$ cat src/hgf_pkg.sv
// Purpose: Shared constants and types for the transmit gap flow-control block
// Assumes: Register indices are word indices; byte address is four times the index
// Notes: Field positions refer to the 16-bit register images
package hgf_pkg;
  // Register word indices
  localparam logic [7:0] HGF_IDX_LINK_CTRL = 8'h40;
  localparam logic [7:0] HGF_IDX_GAP_CTRL = 8'h41;
  localparam logic [7:0] HGF_IDX_CNT_LO = 8'h42;
  localparam logic [7:0] HGF_IDX_CNT_HI = 8'h43;
  localparam int HGF_ADDR_W = 12;
  // Gap control fields
  localparam int HGF_PROP_EN_BIT = 14;
  localparam int HGF_PROP_MUL_BIT = 13;
  localparam int HGF_SCALE_LSB = 10;
  localparam int HGF_FIX_EN_BIT = 9;
  localparam int HGF_FIX_X256_BIT = 8;
  localparam logic [15:0] HGF_GAP_CTRL_RESET = 16'h0401;
  localparam logic [15:0] HGF_GAP_CTRL_MASK = 16'h7FFF;
  // Link control fields
  localparam int HGF_RD_EN_BIT = 6;
  localparam logic [15:0] HGF_LINK_CTRL_RESET = 16'h0040;
  localparam logic [15:0] HGF_LINK_CTRL_MASK = 16'h0040;
  localparam int HGF_LEVEL_LSB = 8;
  localparam int HGF_BUSY_BIT = 12;
  // Frame counter
  localparam int HGF_CNT_W = 27;
  localparam logic [26:0] HGF_CNT_RESET = 27'h0000000;
  // Fixed gap values that a zero field stands for, and the x256 shift
  localparam int HGF_FIX_ZERO_X1 = 256;
  localparam int HGF_FIX_ZERO_X256 = 65536;
  localparam int HGF_FIX_SHIFT = 8;
  // Line bytes, FIFO depth and framer states
  localparam logic [7:0] HGF_FLAG = 8'h7E;
  localparam logic [7:0] HGF_ESC = 8'h7D;
  localparam logic [7:0] HGF_ESC_XOR = 8'h20;
  localparam int HGF_FIFO_DEPTH = 8;
  typedef enum logic [2:0] {ST_IDLE, ST_DATA, ST_ESC2, ST_CALC, ST_GAP} hgf_state_t;
endpackage : hgf_pkg

$ cat src/hgf_top.sv
// Purpose: Transmit framer with interframe flag gap control and frame counter
// Assumes: APB slave, one clock; byte stream in through a FIFO, byte stream out
// Notes: Gap flags go out only when the mapper takes them, so a stall stretches the gap
//
// Added by the designer: the APB register port.
`timescale 1ns/1ns
module hgf_top
  import hgf_pkg::*;
#(
  parameter int LEN_W = 16,
  parameter int GAP_W = 24,
  parameter int FIFO_DEPTH = HGF_FIFO_DEPTH
) (
  input wire logic pclk,
  input wire logic presetn,
  input wire logic psel,
  input wire logic penable,
  input wire logic pwrite,
  input wire logic [HGF_ADDR_W-1:0] paddr,
  input wire logic [31:0] pwdata,
  output logic [31:0] prdata,
  output logic pready,
  output logic pslverr,
  input wire logic in_valid,
  output logic in_ready,
  input wire logic [7:0] in_data,
  input wire logic in_last,
  input wire logic in_abort,
  output logic out_valid,
  input wire logic out_ready,
  output logic [7:0] out_data,
  output logic out_fill
);
  localparam int LW = $clog2(FIFO_DEPTH+1);

  typedef struct packed {
    hgf_state_t st;
    logic [15:0] gap_ctrl;
    logic [15:0] link_ctrl;
    logic [HGF_CNT_W-1:0] cnt;
    logic [HGF_CNT_W-1:0] hold;
    logic [LEN_W-1:0] len;
    logic [LEN_W-1:0] esc;
    logic [GAP_W-1:0] gap_left;
    logic [7:0] pend;
    logic done;
    logic ov;
    logic [7:0] od;
    logic ofill;
    logic [31:0] prdata;
    logic pready;
    logic pslverr;
  } hgf_top_t;

  hgf_top_t s_reg;
  hgf_top_t s_next;
  logic f_valid;
  logic f_pop;
  logic [9:0] f_word;
  logic [LW-1:0] f_level;
  logic [GAP_W-1:0] gap;
  logic gap_valid;
  logic slot;
  logic go_data;
  logic cnt_inc;
  logic acc;
  logic commit;
  logic [8:0] dec_acc;
  logic [8:0] dec_com;
  logic [7:0] b;

  // Decode a byte address to {hit, index}; misaligned or out-of-map is a miss
  function automatic logic [8:0] hgf_decode(input logic [HGF_ADDR_W-1:0] a);
    logic [7:0] idx;
    logic hit;
    idx = a[9:2];
    hit = (a[1:0] == 2'b00) && (a[HGF_ADDR_W-1:10] == '0)
      && (idx >= HGF_IDX_LINK_CTRL) && (idx <= HGF_IDX_CNT_HI);
    return {hit, idx};
  endfunction : hgf_decode

  hgf_fifo #(
    .WIDTH(10),
    .DEPTH(FIFO_DEPTH)
  ) u_fifo (
    .pclk(pclk),
    .presetn(presetn),
    .in_valid(in_valid),
    .in_ready(in_ready),
    .in_data({in_abort, in_last, in_data}),
    .out_valid(f_valid),
    .out_ready(f_pop),
    .out_data(f_word),
    .level(f_level)
  );

  hgf_gap_calc #(
    .LEN_W(LEN_W),
    .GAP_W(GAP_W)
  ) u_gap (
    .pclk(pclk),
    .presetn(presetn),
    .done(s_reg.done),
    .len(s_reg.len),
    .esc(s_reg.esc),
    .ctrl(s_reg.gap_ctrl),
    .gap(gap),
    .gap_valid(gap_valid)
  );

  // Framer, counter and register file in one next-state process
  always_comb begin
    s_next = s_reg;
    s_next.done = 1'b0;
    f_pop = 1'b0;
    cnt_inc = 1'b0;
    b = f_word[7:0];
    // Output register reloads when empty or when the mapper takes its byte
    slot = !s_reg.ov || out_ready;
    if (slot) begin
      s_next.ov = 1'b0;
    end
    // A new packet starts only while reading is enabled
    go_data = ((s_reg.st == ST_IDLE) && s_reg.link_ctrl[HGF_RD_EN_BIT])
      || (s_reg.st == ST_DATA);
    case (s_reg.st)
      ST_IDLE, ST_DATA: begin
        if (slot && go_data && f_valid) begin
          s_next.ov = 1'b1;
          s_next.ofill = 1'b0;
          if (s_reg.st == ST_IDLE) begin
            s_next.len = '0;
            s_next.esc = '0;
          end
          if (f_word[9]) begin
            // Abort: escape then the following gap flag closes the sequence
            s_next.od = HGF_ESC;
            f_pop = 1'b1;
            s_next.done = 1'b1;
            s_next.st = ST_CALC;
          end else if (b == HGF_FLAG || b == HGF_ESC) begin
            s_next.od = HGF_ESC;
            s_next.pend = b ^ HGF_ESC_XOR;
            s_next.esc = ((s_reg.st == ST_IDLE) ? '0 : s_reg.esc) + 1'b1;
            s_next.st = ST_ESC2;
          end else begin
            s_next.od = b;
            f_pop = 1'b1;
            s_next.len = ((s_reg.st == ST_IDLE) ? '0 : s_reg.len) + 1'b1;
            s_next.st = f_word[8] ? ST_CALC : ST_DATA;
            s_next.done = f_word[8];
            cnt_inc = f_word[8];
          end
        end else if (slot && s_reg.st == ST_IDLE) begin
          // Idle line carries fill flags
          s_next.ov = 1'b1;
          s_next.od = HGF_FLAG;
          s_next.ofill = 1'b1;
        end
      end
      // Second half of an escape; the FIFO head is popped only now
      ST_ESC2: begin
        if (slot) begin
          s_next.ov = 1'b1;
          s_next.od = s_reg.pend;
          s_next.ofill = 1'b0;
          f_pop = 1'b1;
          s_next.len = s_reg.len + 1'b1;
          s_next.st = f_word[8] ? ST_CALC : ST_DATA;
          s_next.done = f_word[8];
          cnt_inc = f_word[8];
        end
      end
      ST_CALC: begin
        // Wait for the gap result; no new byte is loaded meanwhile
        if (gap_valid) begin
          s_next.gap_left = gap;
          s_next.st = ST_GAP;
        end
      end
      // Count the gap down; the last flag hands the line back to idle
      ST_GAP: begin
        if (slot) begin
          s_next.ov = 1'b1;
          s_next.od = HGF_FLAG;
          s_next.ofill = 1'b1;
          s_next.gap_left = s_reg.gap_left - 1'b1;
          if (s_reg.gap_left <= GAP_W'(1)) begin
            s_next.st = ST_IDLE;
          end
        end
      end
      default: begin
        s_next.st = ST_IDLE;
      end
    endcase
    // A frame is counted on the pop of its last word, never on an abort
    if (cnt_inc) begin
      s_next.cnt = s_reg.cnt + 1'b1;
    end
    // APB: prepare answer on the first access cycle, commit writes at completion
    acc = psel && penable && !s_reg.pready;
    commit = psel && penable && s_reg.pready;
    dec_acc = hgf_decode(paddr);
    dec_com = hgf_decode(paddr);
    s_next.pready = acc;
    s_next.pslverr = 1'b0;
    if (acc) begin
      s_next.prdata = 32'h00000000;
      s_next.pslverr = !dec_acc[8];
      if (dec_acc[8] && !pwrite) begin
        if (dec_acc[7:0] == HGF_IDX_LINK_CTRL) begin
          s_next.prdata[15:0] = s_reg.link_ctrl;
          s_next.prdata[HGF_LEVEL_LSB +: LW] = f_level;
          s_next.prdata[HGF_BUSY_BIT] = (s_reg.st != ST_IDLE);
        end else if (dec_acc[7:0] == HGF_IDX_GAP_CTRL) begin
          s_next.prdata[15:0] = s_reg.gap_ctrl;
        end else if (dec_acc[7:0] == HGF_IDX_CNT_LO) begin
          s_next.prdata[15:0] = s_reg.hold[15:0];
        end else begin
          s_next.prdata[10:0] = s_reg.hold[26:16];
        end
      end
    end
    if (commit && pwrite && dec_com[8]) begin
      if (dec_com[7:0] == HGF_IDX_LINK_CTRL) begin
        s_next.link_ctrl = pwdata[15:0] & HGF_LINK_CTRL_MASK;
      end else if (dec_com[7:0] == HGF_IDX_GAP_CTRL) begin
        s_next.gap_ctrl = pwdata[15:0] & HGF_GAP_CTRL_MASK;
      end else if (dec_com[7:0] == HGF_IDX_CNT_HI) begin
        // Snapshot and clear; a frame finishing in the same cycle is kept
        s_next.hold = s_reg.cnt;
        s_next.cnt = cnt_inc ? HGF_CNT_W'(1) : HGF_CNT_RESET;
      end
    end
  end

  // Registered state; every top-level output except in_ready is read from here
  always_ff @(posedge pclk or negedge presetn) begin
    if (!presetn) begin
      s_reg <= '0;
      s_reg.st <= ST_IDLE;
      s_reg.gap_ctrl <= HGF_GAP_CTRL_RESET;
      s_reg.link_ctrl <= HGF_LINK_CTRL_RESET;
      s_reg.cnt <= HGF_CNT_RESET;
      s_reg.hold <= HGF_CNT_RESET;
    end else begin
      s_reg <= s_next;
    end
  end

  // Outputs straight from the state flops
  assign prdata = s_reg.prdata;
  assign pready = s_reg.pready;
  assign pslverr = s_reg.pslverr;
  assign out_valid = s_reg.ov;
  assign out_data = s_reg.od;
  assign out_fill = s_reg.ofill;
endmodule : hgf_top

$ cat src/hgf_fifo.sv
// Purpose: Small first-word-fall-through FIFO for the transmit byte path
// Assumes: Single clock, pop only when out_valid is high
// Notes: Full and empty are kept as flops so the ports come straight from registers
`timescale 1ns/1ns
module hgf_fifo #(
  parameter int WIDTH = 10,
  parameter int DEPTH = 8
) (
  input wire logic pclk,
  input wire logic presetn,
  input wire logic in_valid,
  output logic in_ready,
  input wire logic [WIDTH-1:0] in_data,
  output logic out_valid,
  input wire logic out_ready,
  output logic [WIDTH-1:0] out_data,
  output logic [$clog2(DEPTH+1)-1:0] level
);
  localparam int AW = $clog2(DEPTH);
  localparam int CW = $clog2(DEPTH+1);
  typedef struct packed {
    logic [DEPTH-1:0][WIDTH-1:0] mem;
    logic [AW-1:0] wp;
    logic [AW-1:0] rp;
    logic [CW-1:0] cnt;
    logic full;
    logic empty;
  } hgf_fifo_t;
  hgf_fifo_t s_reg;
  hgf_fifo_t s_next;
  logic push;
  logic pop;

  // Pointer and flag update; full and empty follow the next count
  always_comb begin
    s_next = s_reg;
    push = in_valid && !s_reg.full;
    pop = out_ready && !s_reg.empty;
    if (push) begin
      s_next.mem[s_reg.wp] = in_data;
      s_next.wp = (s_reg.wp == AW'(DEPTH-1)) ? '0 : s_reg.wp + 1'b1;
    end
    if (pop) begin
      s_next.rp = (s_reg.rp == AW'(DEPTH-1)) ? '0 : s_reg.rp + 1'b1;
    end
    if (push && !pop) begin
      s_next.cnt = s_reg.cnt + 1'b1;
    end else if (pop && !push) begin
      s_next.cnt = s_reg.cnt - 1'b1;
    end
    s_next.full = (s_next.cnt == CW'(DEPTH));
    s_next.empty = (s_next.cnt == '0);
  end

  always_ff @(posedge pclk or negedge presetn) begin
    if (!presetn) begin
      s_reg <= '0;
      s_reg.empty <= 1'b1;
    end else begin
      s_reg <= s_next;
    end
  end

  assign in_ready = !s_reg.full;
  assign out_valid = !s_reg.empty;
  assign out_data = s_reg.mem[s_reg.rp];
  assign level = s_reg.cnt;
endmodule : hgf_fifo

$ cat src/hgf_gap_calc.sv
// Purpose: Works out the interframe flag count once per finished or aborted frame
// Assumes: Length and escape counts are stable while done is high
// Notes: Result appears one cycle after done, marked by a one-cycle valid
`timescale 1ns/1ns
module hgf_gap_calc
  import hgf_pkg::*;
#(
  parameter int LEN_W = 16,
  parameter int GAP_W = 24
) (
  input wire logic pclk,
  input wire logic presetn,
  input wire logic done,
  input wire logic [LEN_W-1:0] len,
  input wire logic [LEN_W-1:0] esc,
  input wire logic [15:0] ctrl,
  output logic [GAP_W-1:0] gap,
  output logic gap_valid
);
  typedef struct packed {
    logic [GAP_W-1:0] gap;
    logic valid;
  } hgf_gap_t;
  hgf_gap_t s_reg;
  hgf_gap_t s_next;
  logic [GAP_W-1:0] m1w;
  logic [GAP_W-1:0] m1;
  logic [GAP_W-1:0] m2;
  logic [GAP_W-1:0] best;
  logic [2:0] scale;
  logic [7:0] fix_val;

  // Both methods are evaluated; a disabled one contributes nothing to the maximum
  always_comb begin
    s_next = s_reg;
    scale = ctrl[HGF_SCALE_LSB +: 3];
    fix_val = ctrl[7:0];
    if (ctrl[HGF_PROP_MUL_BIT]) begin
      m1w = GAP_W'(len) << scale;
    end else begin
      m1w = GAP_W'(len) >> scale;
      if (m1w == '0) begin
        m1w = GAP_W'(1);
      end
    end
    // Escapes already act as fill, so they are taken off the proportional count
    m1 = (m1w > GAP_W'(esc)) ? m1w - GAP_W'(esc) : '0;
    if (ctrl[HGF_FIX_X256_BIT]) begin
      m2 = (fix_val == 8'h00) ? GAP_W'(HGF_FIX_ZERO_X256) : GAP_W'(fix_val) << HGF_FIX_SHIFT;
    end else begin
      m2 = (fix_val == 8'h00) ? GAP_W'(HGF_FIX_ZERO_X1) : GAP_W'(fix_val);
    end
    best = GAP_W'(1);
    if (ctrl[HGF_PROP_EN_BIT] && m1 > best) begin
      best = m1;
    end
    if (ctrl[HGF_FIX_EN_BIT] && m2 > best) begin
      best = m2;
    end
    s_next.valid = done;
    if (done) begin
      s_next.gap = best;
    end
  end

  always_ff @(posedge pclk or negedge presetn) begin
    if (!presetn) begin
      s_reg <= '0;
    end else begin
      s_reg <= s_next;
    end
  end

  assign gap = s_reg.gap;
  assign gap_valid = s_reg.valid;
endmodule : hgf_gap_calc

$ cat config.mk
export PLATFORM = sky130hd
export DESIGN_NAME = hgf_top
export DESIGN_NICKNAME = d
export VERILOG_FILES = /design/src/hgf_pkg.sv /design/src/hgf_top.sv /design/src/hgf_fifo.sv /design/src/hgf_gap_calc.sv
export SDC_FILE = /design/constraint.sdc
export NUM_CORES = 1
export LEC_CHECK = 0
export BUFFER_PORTS_ARGS = -buffer_cell sky130_fd_sc_hd__clkbuf_2
export CORE_MARGIN = 2
export CORE_UTILIZATION = 40
export CTS_CLUSTER_DIAMETER = 60
export DETAILED_ROUTE_END_ITERATION = 10
export PLACE_DENSITY = 0.55
export SLEW_MARGIN = 20
export SYNTH_ARGS = -nofsm -noshare
export SYNTH_HDL_FRONTEND = slang
export SYNTH_HIERARCHICAL = 1
export SYNTH_SLANG_ARGS = --single-unit
export TNS_END_PERCENT = 50
$ cat constraint.sdc
create_clock -name pclk -period 12.16 [get_ports pclk]
set_clock_uncertainty 0.15 [all_clocks]
set_input_delay 1.216 -clock pclk [delete_from_list [all_inputs] [get_ports pclk]]
set_output_delay 1.216 -clock pclk [all_outputs]
set_load 0.03 [all_outputs]
; ---- After elaboration in Yosys (flattened, before gate mapping)
; Cells that the tools add are included.
[word_totals]
register_bits = 283
[classes]
add_sub_neg = 10
order_cmp = 9
n_eq_ne = 19
shifts = 2
n_mux = 71
bitwise = 4
n_reduce_logical = 51
[op_table]
columns = cell, count
row1 = 2-to-1 mux 54 bit, 4
row2 = 2-to-1 mux 24 bit, 7
row3 = 2-to-1 mux 16 bit, 8
row4 = 2-to-1 mux 32 bit, 3
row5 = bitwise mux 80 bit, 1
row6 = 2-to-1 mux 10 bit, 5
row7 = adder 16 x 1 -> 16 bit (second input constant), 3
row8 = equality test 8 x 7 -> 1 bit (second input constant), 6
row9 = case mux 24 bit (2 select lines), 1
row10 = 2-to-1 mux 17 bit, 2
row11 = case mux 16 bit (2 select lines), 1
row12 = binary-select mux 10 bit (select 3 bit), 1
row13 = demux 10 bit (select 3 bit), 1
row14 = case mux 10 bit (3 select lines), 1
row15 = adder 27 x 1 -> 27 bit (second input constant), 1
row16 = 2-to-1 mux 27 bit, 1
row17 = greater-than comparator 24 x 1 -> 1 bit (second input constant), 1
row18 = greater-than comparator 24 x 16 -> 1 bit, 1
row19 = greater-than comparator 24 bit, 1
row20 = less-or-equal comparator 24 x 1 -> 1 bit (second input constant), 1
row21 = logical NOT 24 bit, 1
row22 = 2-to-1 mux 3 bit, 8
row23 = left shift 16 x 3 -> 24 bit, 1
row24 = >> shifter 16 x 3 -> 24 bit, 1
row25 = other kinds (40), 105

; ---- Logic depth before layout (Yosys ltp)
; Gate-level depths: netlist of run 1.
[depth]
depth_word = 13
mapped_depth = 41

; ---- By module
; Netlist of run 1, hierarchy kept.
[by_module_without_submodules]
columns = mod, instances, cells_each, area_per_inst_um2, seq_area_each_um2
row1 = hgf_top, 1, 1017, 9087.5, 4157.7
row2 = hgf_fifo, 1, 291, 4418.0, 2303.5
row3 = hgf_gap_calc, 1, 593, 4374.2, 625.6

; ---- Worst setup path before layout of run 1
; No wires, ideal clock.
[synth_path]
path_type = register to register
from = reg, netlist name s_reg[189]
to = reg u_gap.s_reg (netlist bit u_gap/gap[10])
arrival_time_ps = 7706
slack_ps = 4178
path_stages_with_launch = 42
n_path_buf = 8
synth_period_minus_slack_ps = 7982
cell_sequence = dfstp_2 -> buf_6 -> buf_2 -> buf_1 -> buf_1 -> mux2i_1 -> nor2_1 -> a21oi_1 -> nor2_1 -> a21oi_1 -> nand4_1 -> nor3_1 -> a211oi_1 -> a211oi_1 -> a31oi_1 -> ha_1 -> fa_1 -> nand2b_1 -> (+6 left out) -> and2_1 -> a21boi_2 -> or2_1 -> buf_2 -> buf_2 -> nand2_1 -> ha_1 -> nand4_1 -> nor2_1 -> nand4_1 -> a21o_1 -> o211ai_1 -> o2111ai_1 -> o21bai_2 -> o311a_1 -> buf_6 -> and2_0 -> a221o_1
[synth_rtl]
columns = element, line_no
row1 = to (signal assigned), hgf_gap_calc.sv:70  ; s_reg <= s_next;
row2 = to (decl), hgf_gap_calc.sv:24  ; hgf_gap_t s_reg;

==> results of run 1 <==
==> cells by family (layout without fill, tap and decap cells) <==
| group | count (synthesis) | after routing |
|---|---|---|
| AND/OR/NAND/NOR | 704 | 704 |
| AO/OA/AOI/OAI | 463 | 463 |
| flip-flops | 283 | 283 |
| buffers and inverters | 202 | 203 |
| multiplexers | 175 | 175 |
| adder cells (fa/ha/maj) | 46 | 46 |
| XOR/XNOR | 27 | 27 |
| other | 1 | 16 |
==> layout by cell type (no fill, tap or decap), types with 18 or more instances in the layout <==
master     netlist  final
nand2_1        244    244
mux2_2         121    121
or4_1           38     38
mux4_2          18     18
nand2b_1        28     28
dfrtp_1        279    279
or3_1           19     19
inv_1           41     41
nor3_1          42     42
and2_1          24     24
mux2i_1         29     29
nand3_1         45     45
clkbuf_2         0     71
o31ai_1         29     29
nor4_1          18     18
o21ai_0        107    106
a21oi_1        113    112
clkbuf_16        0     39
o211ai_1        29     29
nor2b_1         33     33
nor2_1         105    105
buf_4           46     18
nand4_1         35     35
xnor2_1         21     21
ha_1            45     45
==> critical path, delay by kind of cell (launching register included) <==
family	cells	cell delay [ns]
AOI/OAI and AO/OA	16	3.75
adders and majority gates	3	1.04
buffers and inverters	1	0.47
DFF	1	0.51
muxes	1	0.41
and+or+nand+nor	12	2.64
==> where the power goes <==
part           switching [µW]  internal [µW]  total (µW)  leakage, µW
clock network             447            671        1120     0.000617
registers                 249           1200        1450      0.00357
logic                     999            705        1700      0.00411
total                    1690           2580        4270      0.00830
==> stage by stage <==
step / setup slack (ns) / cells / utilization / area, µm²
floorplan: 4.18 / 1916 / - / 17900
global placement: 3.29 / 2439 / 0.416 / 18400
detailed placement: 3.20 / 2439 / 0.417 / 18400
CTS: 3.14 / 2508 / 0.445 / 19600
global route: 2.30 / 2509 / 0.446 / 19700
finish: 3.04 / 2509 / 0.446 / 19700
==> per-layer routing <==
layer	routed length [µm]	share of wire	vias up
met5	0	0	-
met3	2160	0.044	78
met2	22900	0.47	299
met1	22600	0.46	7191
met4	1240	0.025	0
li1	-	-	6958
==> how the worst max path moves through the flow <==
stage,startpoint,to,slack (ns),cells past startpoint
2_1_floorplan,s_reg[189],u_gap/gap[10],4.18,41
3_3_place_gp,s_reg[189],u_gap/gap[5],3.29,33
3_5_place_dp,s_reg[189],u_gap/gap[5],3.20,33
4_1_cts,s_reg[189],u_gap/gap[5],3.14,33
5_1_grt,s_reg[189],u_gap/gap[6],2.30,33
6_report,s_reg[189],u_gap/gap[5],3.04,33
==> cell type report <==
class / count / area (µm²)
flip-flops and latches: 283 / 7090
clock inverters: 15 / 170
well taps: 592 / 741
inverters: 42 / 158
clock buffers: 54 / 1080
repair buffers: 92 / 532
multi-input cells: 1431 / 9890
fillers: 4328 / 24500
==> impl_metrics.ini, run 1 <==
[synth]
avgSynthCellArea_um2 = 9.41
netlist_area_um2 = 17900
synth-compound-area-share = 0.172
synthCells = 1901
synth_top_family_by_area = simple AND/OR/NAND/NOR gates
seq_area_frac_synth = 0.396
synthDistinctLibCells = 91
synth_top_area_cell = dfrtp_1
synth_mux_area_frac = 0.125
yosys-top-cells-count = 279 x dfrtp_1, 244 x nand2_1, 121 x mux2_2, 113 x a21oi_1, 107 x o21ai_0
ys_warn_count = 6
synth_adder_area_share = 0.0326
synth-async-reset-ratio = 1.00
ys_ff_latch = 283
synth_xor_area_frac = 0.0132
synth_simple_gate_area_frac = 0.204
synth_edf_count = 0
synth_area_leaders = dfrtp_1 39%, mux2_2 7.6%, nand2_1 5.1%, a21oi_1 3.2%, ha_1 3.1%
synth_top_flop_cell = dfrtp_1
synth_top_area_share = 0.390
synth_most_common_cell = dfrtp_1

[worst_setup_path]
r2r_setup_slack_ns = 3.04
slowest_delay_ns = 0.59
worstRegToRegCells = 33
regToRegEndpoint = u_gap/gap[5]
path_max_fanout = 55
critPathCaptureType = register
crit_type = register to register
r2r_start = s_reg[189]
slowest_stage = or2_1
cp.required_ns = 12.45
arrival_ns = 9.41
cp-start-kind = register

[min_path]
min_from = s_reg[52]
holdPathEnd = out_data[7]
worstHoldPathType = register to register
hold_depth = 2

[grt]
busiest_layer = met2
antenna_found_initial = 1
grt_use_met1 = 0.297
grt_use_met2 = 0.337
grt.total_usage = 0.212
gr-total-overflow = 0
grt_use_met3 = 0.0319
grt_pass1_wl_um = 79600
first_global_vias = 14200
grt_max_degree = 83

[clock_network]
cts_tree = built
clock_path_buffers = 3
cts_resized = 0
clock_latency_ns = 0.56
cts_sinks = 283
post_cts_buffers = 0
cts_hold_buffers = 0
cts_made_buffers = 38
htreeDepth = 2
clk_transition_reported_paths_ns = 0.06
clock_tree.root_cell = clkbuf_16

[final_layout]
num_antenna_cells = 0
largest_reg_flops = 138
fin_nets = 1995
area_delta_synth_final_pct = 9.96
drive_above_1_share = 0.171

[timing]
slew_headroom = 0.192
finalMaxSlewViolations = 0
finalHoldViolations = 0
tightest_slew_ns = 1.20
max_freq_mhz = 110
rsz0062_at_grt = false
hold-worst-slack_ns = 0.316
setup_viol = 0
finalWorstPathRequiredPeriod_ns = 9.12
period_share = 0.750
tns_ns = 0

[floorplan]
rows = 77
io_pins = 106
die_h_um = 215
die_w_um = 215
core_area_um2 = 44100
initial_core_util = 0.405
die-area_um2 = 46400

[routing]
vias = 14500
vias_per_cell = 5.79
ant_nets = 0
drcViolationCount = 0
detail_route.wl_per_cell_um = 19.5
drt_iter0_drc = 1061
dr.pass1.iters = 7
routed_wl_um = 48900

[power_and_ir_drop]
p_per_area_nw_per_um2 = 217
ir_drop_mv = 0.133
leakagePower_uw = 0.00830
p_total_uw = 4270

[flow_run]
maxCapViolCount = 0

[placement]
io_buffers = 72
dp_hpwl_um = 34000
place.gp.congestion = 0.883

[status]
status = complete, no violations
Power figures use the tool's default switching activity.
==> run 2, diff against run 1 <==
- ABC_AREA: default -> 1
- clock period: 12.16 -> 9.4 ns (I/O delays scaled with it)
==> run 2 against run 1 <==
Compared with the run above:
- synthesized cell count rose by 41%
- global-route usage rose by 0.71 points
- fmax rose by 13%
- largest power group unchanged
- sequential power rose by 23%
- critical path type unchanged
==> impl_metrics.ini, run 2 <==
[power_and_ir_drop]
power.switching_uw = 2800
internal_power_uw = 3270
ir_drop_mv = 0.193
p_comb_frac = 0.469
power.share.clock = 0.236
leakagePower_uw = 0.0100
sequentialPowerShare = 0.295
swShare = 0.462
p_per_area_nw_per_um2 = 297

[worst_setup_path]
arrival_ns = 8.43
critical-path-top-delay-family = simple AND/OR/NAND/NOR gates
cp-start-kind = register
worstRegToRegCells = 44
slowest_delay_ns = 0.85
slowest_stage = dfstp_2
path_max_fanout = 30
path_depth = 44
worst-path-buf-inv = 4
critPathCaptureType = register
cp_common_cell = nand2_1
crit_type = register to register
cp.required_ns = 9.72

[grt]
grt_pass1_wl_um = 85500
first_global_vias = 16200
grt.total_usage = 0.219
antenna_found_initial = 0
grt_max_degree = 79
gr-total-overflow = 0

[flow_run]
maxCapViolCount = 0

[clock_network]
cts_resized = 0
htreeDepth = 2
clock_tree.root_cell = clkbuf_16
clk_transition_reported_paths_ns = 0.06
clock_path_buffers = 3
cts_tree = built
clock_latency_ns = 0.54
cts_made_buffers = 37
cts_sinks = 283
cts_hold_buffers = 0
post_cts_buffers = 0

[placement]
dpl_cell_area_um2 = 19200
dp_hpwl_um = 38000
io_buffers = 72
dp.cells = 3234
place.gp.congestion = 0.932

[final_layout]
largest_reg_flops = 138
area_delta_synth_final_pct = 8.81
drive_above_1_share = 0.100
final_cells = 3301
fin_nets = 2773
final_common_cell = nand2_1
most-common-layout-cells = 665 x nand2_1, 341 x nor2_1, 279 x dfrtp_1
stdcell_area_um2 = 20400
num_antenna_cells = 0

[timing]
period_share = 0.862
finalWorstPathRequiredPeriod_ns = 8.11
max_freq_mhz = 123
rsz0062_at_grt = false
tightest_slew_ns = 1.08
finalMaxSlewViolations = 0
tns_ns = 0
setup_viol = 0
slew_headroom = 0.277
finalHoldViolations = 0

[synth]
seq_area_frac_synth = 0.377
synthCells = 2673
synth_top_flop_cell = dfrtp_1
synthDistinctLibCells = 66
synth_most_common_cell = nand2_1
ys_warn_count = 6
synth_top_area_cell = dfrtp_1
netlist_area_um2 = 18800
yosys-top-cells-count = 665 x nand2_1, 341 x nor2_1, 279 x dfrtp_1, 270 x inv_1, 252 x o21ai_0
synth_edf_count = 0
synth-async-reset-ratio = 1.00
avgSynthCellArea_um2 = 7.03
ys_ff_latch = 283
synth_top_area_share = 0.372
synth_area_leaders = dfrtp_1 37%, nand2_1 13%, nor2_1 6.8%, o21ai_0 6.7%, nand3_1 6.3%

[floorplan]
die_h_um = 221
io_pins = 106
rows = 79
die_w_um = 221
die-area_um2 = 48700
initial_core_util = 0.404
core_area_um2 = 46500

[routing]
vias_per_cell = 5.20
ant_nets = 0
detail_route.wl_per_cell_um = 16.0
drcViolationCount = 0
routed_wl_um = 52900
dr.pass1.iters = 8
vias = 17200
drt_iter0_drc = 1362

[min_path]
worstHoldPathType = input port to asynchronous set/reset pin

[status]
status = complete, no violations
[run 2: cell count changes in the layout (fill, tap and decap cells not counted), sizes merged, moves of 26 or more]
cell	before	now
and2	34	2
inv	48	291
mux2	121	15
mux2i	29	3
nand2	245	687
nand2b	29	1
nand3	46	248
nor2	106	356
nor2b	33	0
o21ai	110	277
or4	38	1
[run 2: area by class of cell]
cell class	instances	area (µm²)
inverter	291	1100
timing repair buffer	84	464
fill	4808	26000
clock inverter	20	208
sequential	283	7090
tap	607	759
multi-input combinational	1969	9790
clock buffer	47	1040
[run 2: metrics by stage]
step	util	total power [µW]	hold slack, ns	worst slack (ns)
final	0.440	6080	0.171	1.29
after global routing	0.440	6620	0.203	0.385
after CTS	0.440	6110	0.181	1.38
after detailed placement	0.413	4640	0.300	1.43
after global placement	0.413	4580	0.297	1.56
after floorplan	-	3990	0.199	3.18
[run 2: cell families after synthesis]
kind of cell	after synthesis	synth area share
compound gates	495	0.148
other cells	1	0.000200
mux	18	0.0106
simple gates	1363	0.314
xor+xnor	31	0.0145
fa+ha+maj	46	0.0310
buf+inv	436	0.105
flops	283	0.377
[run 2: path summary, 6_finish.rpt]
| path | startpoint | endpoint | slack, ns |
|---|---|---|---|
| worst min register to register | s_reg[47] | s_reg[47] | 0.32 |
| worst max-delay path | s_reg[189] | u_gap/gap[7] | 1.29 |
| min in group pclk | s_reg[47] | s_reg[47] | 0.32 |
| worst max register to register | s_reg[189] | u_gap/gap[7] | 1.29 |
| max in group asynchronous | presetn | u_fifo/s_reg[79] | 7.56 |
| worst min-delay path | presetn | s_reg[101] | 0.17 |
[run 2: power groups by stage]
stage	Clock [µW]	Sequential, µW	Combinational, µW
2_1_floorplan	0	1740	2250
3_3_place_gp	0	1800	2780
3_5_place_dp	0	1810	2830
4_1_cts	1470	1790	2850
5_1_grt	1520	1840	3260
6_report	1440	1790	2850
[run 2: worst reg2reg max path, delay by kind of cell (launching register included)]
kind | cells | cell delay (ns)
simple gates | 27 | 3.93
compound gates | 10 | 1.33
fa+ha+maj | 3 | 0.98
flops | 1 | 0.85
buf+inv | 4 | 0.80
[run 2: layer usage]
| metal | global-route usage | wire length, µm | up-vias |
|---|---|---|---|
| met5 | 0 | 0 | - |
| met4 | 0.0613 | 1190 | 0 |
| met3 | 0.0293 | 2180 | 83 |
| met2 | 0.362 | 24800 | 368 |
| met1 | 0.300 | 24700 | 8051 |
| li1 | - | - | 8648 |
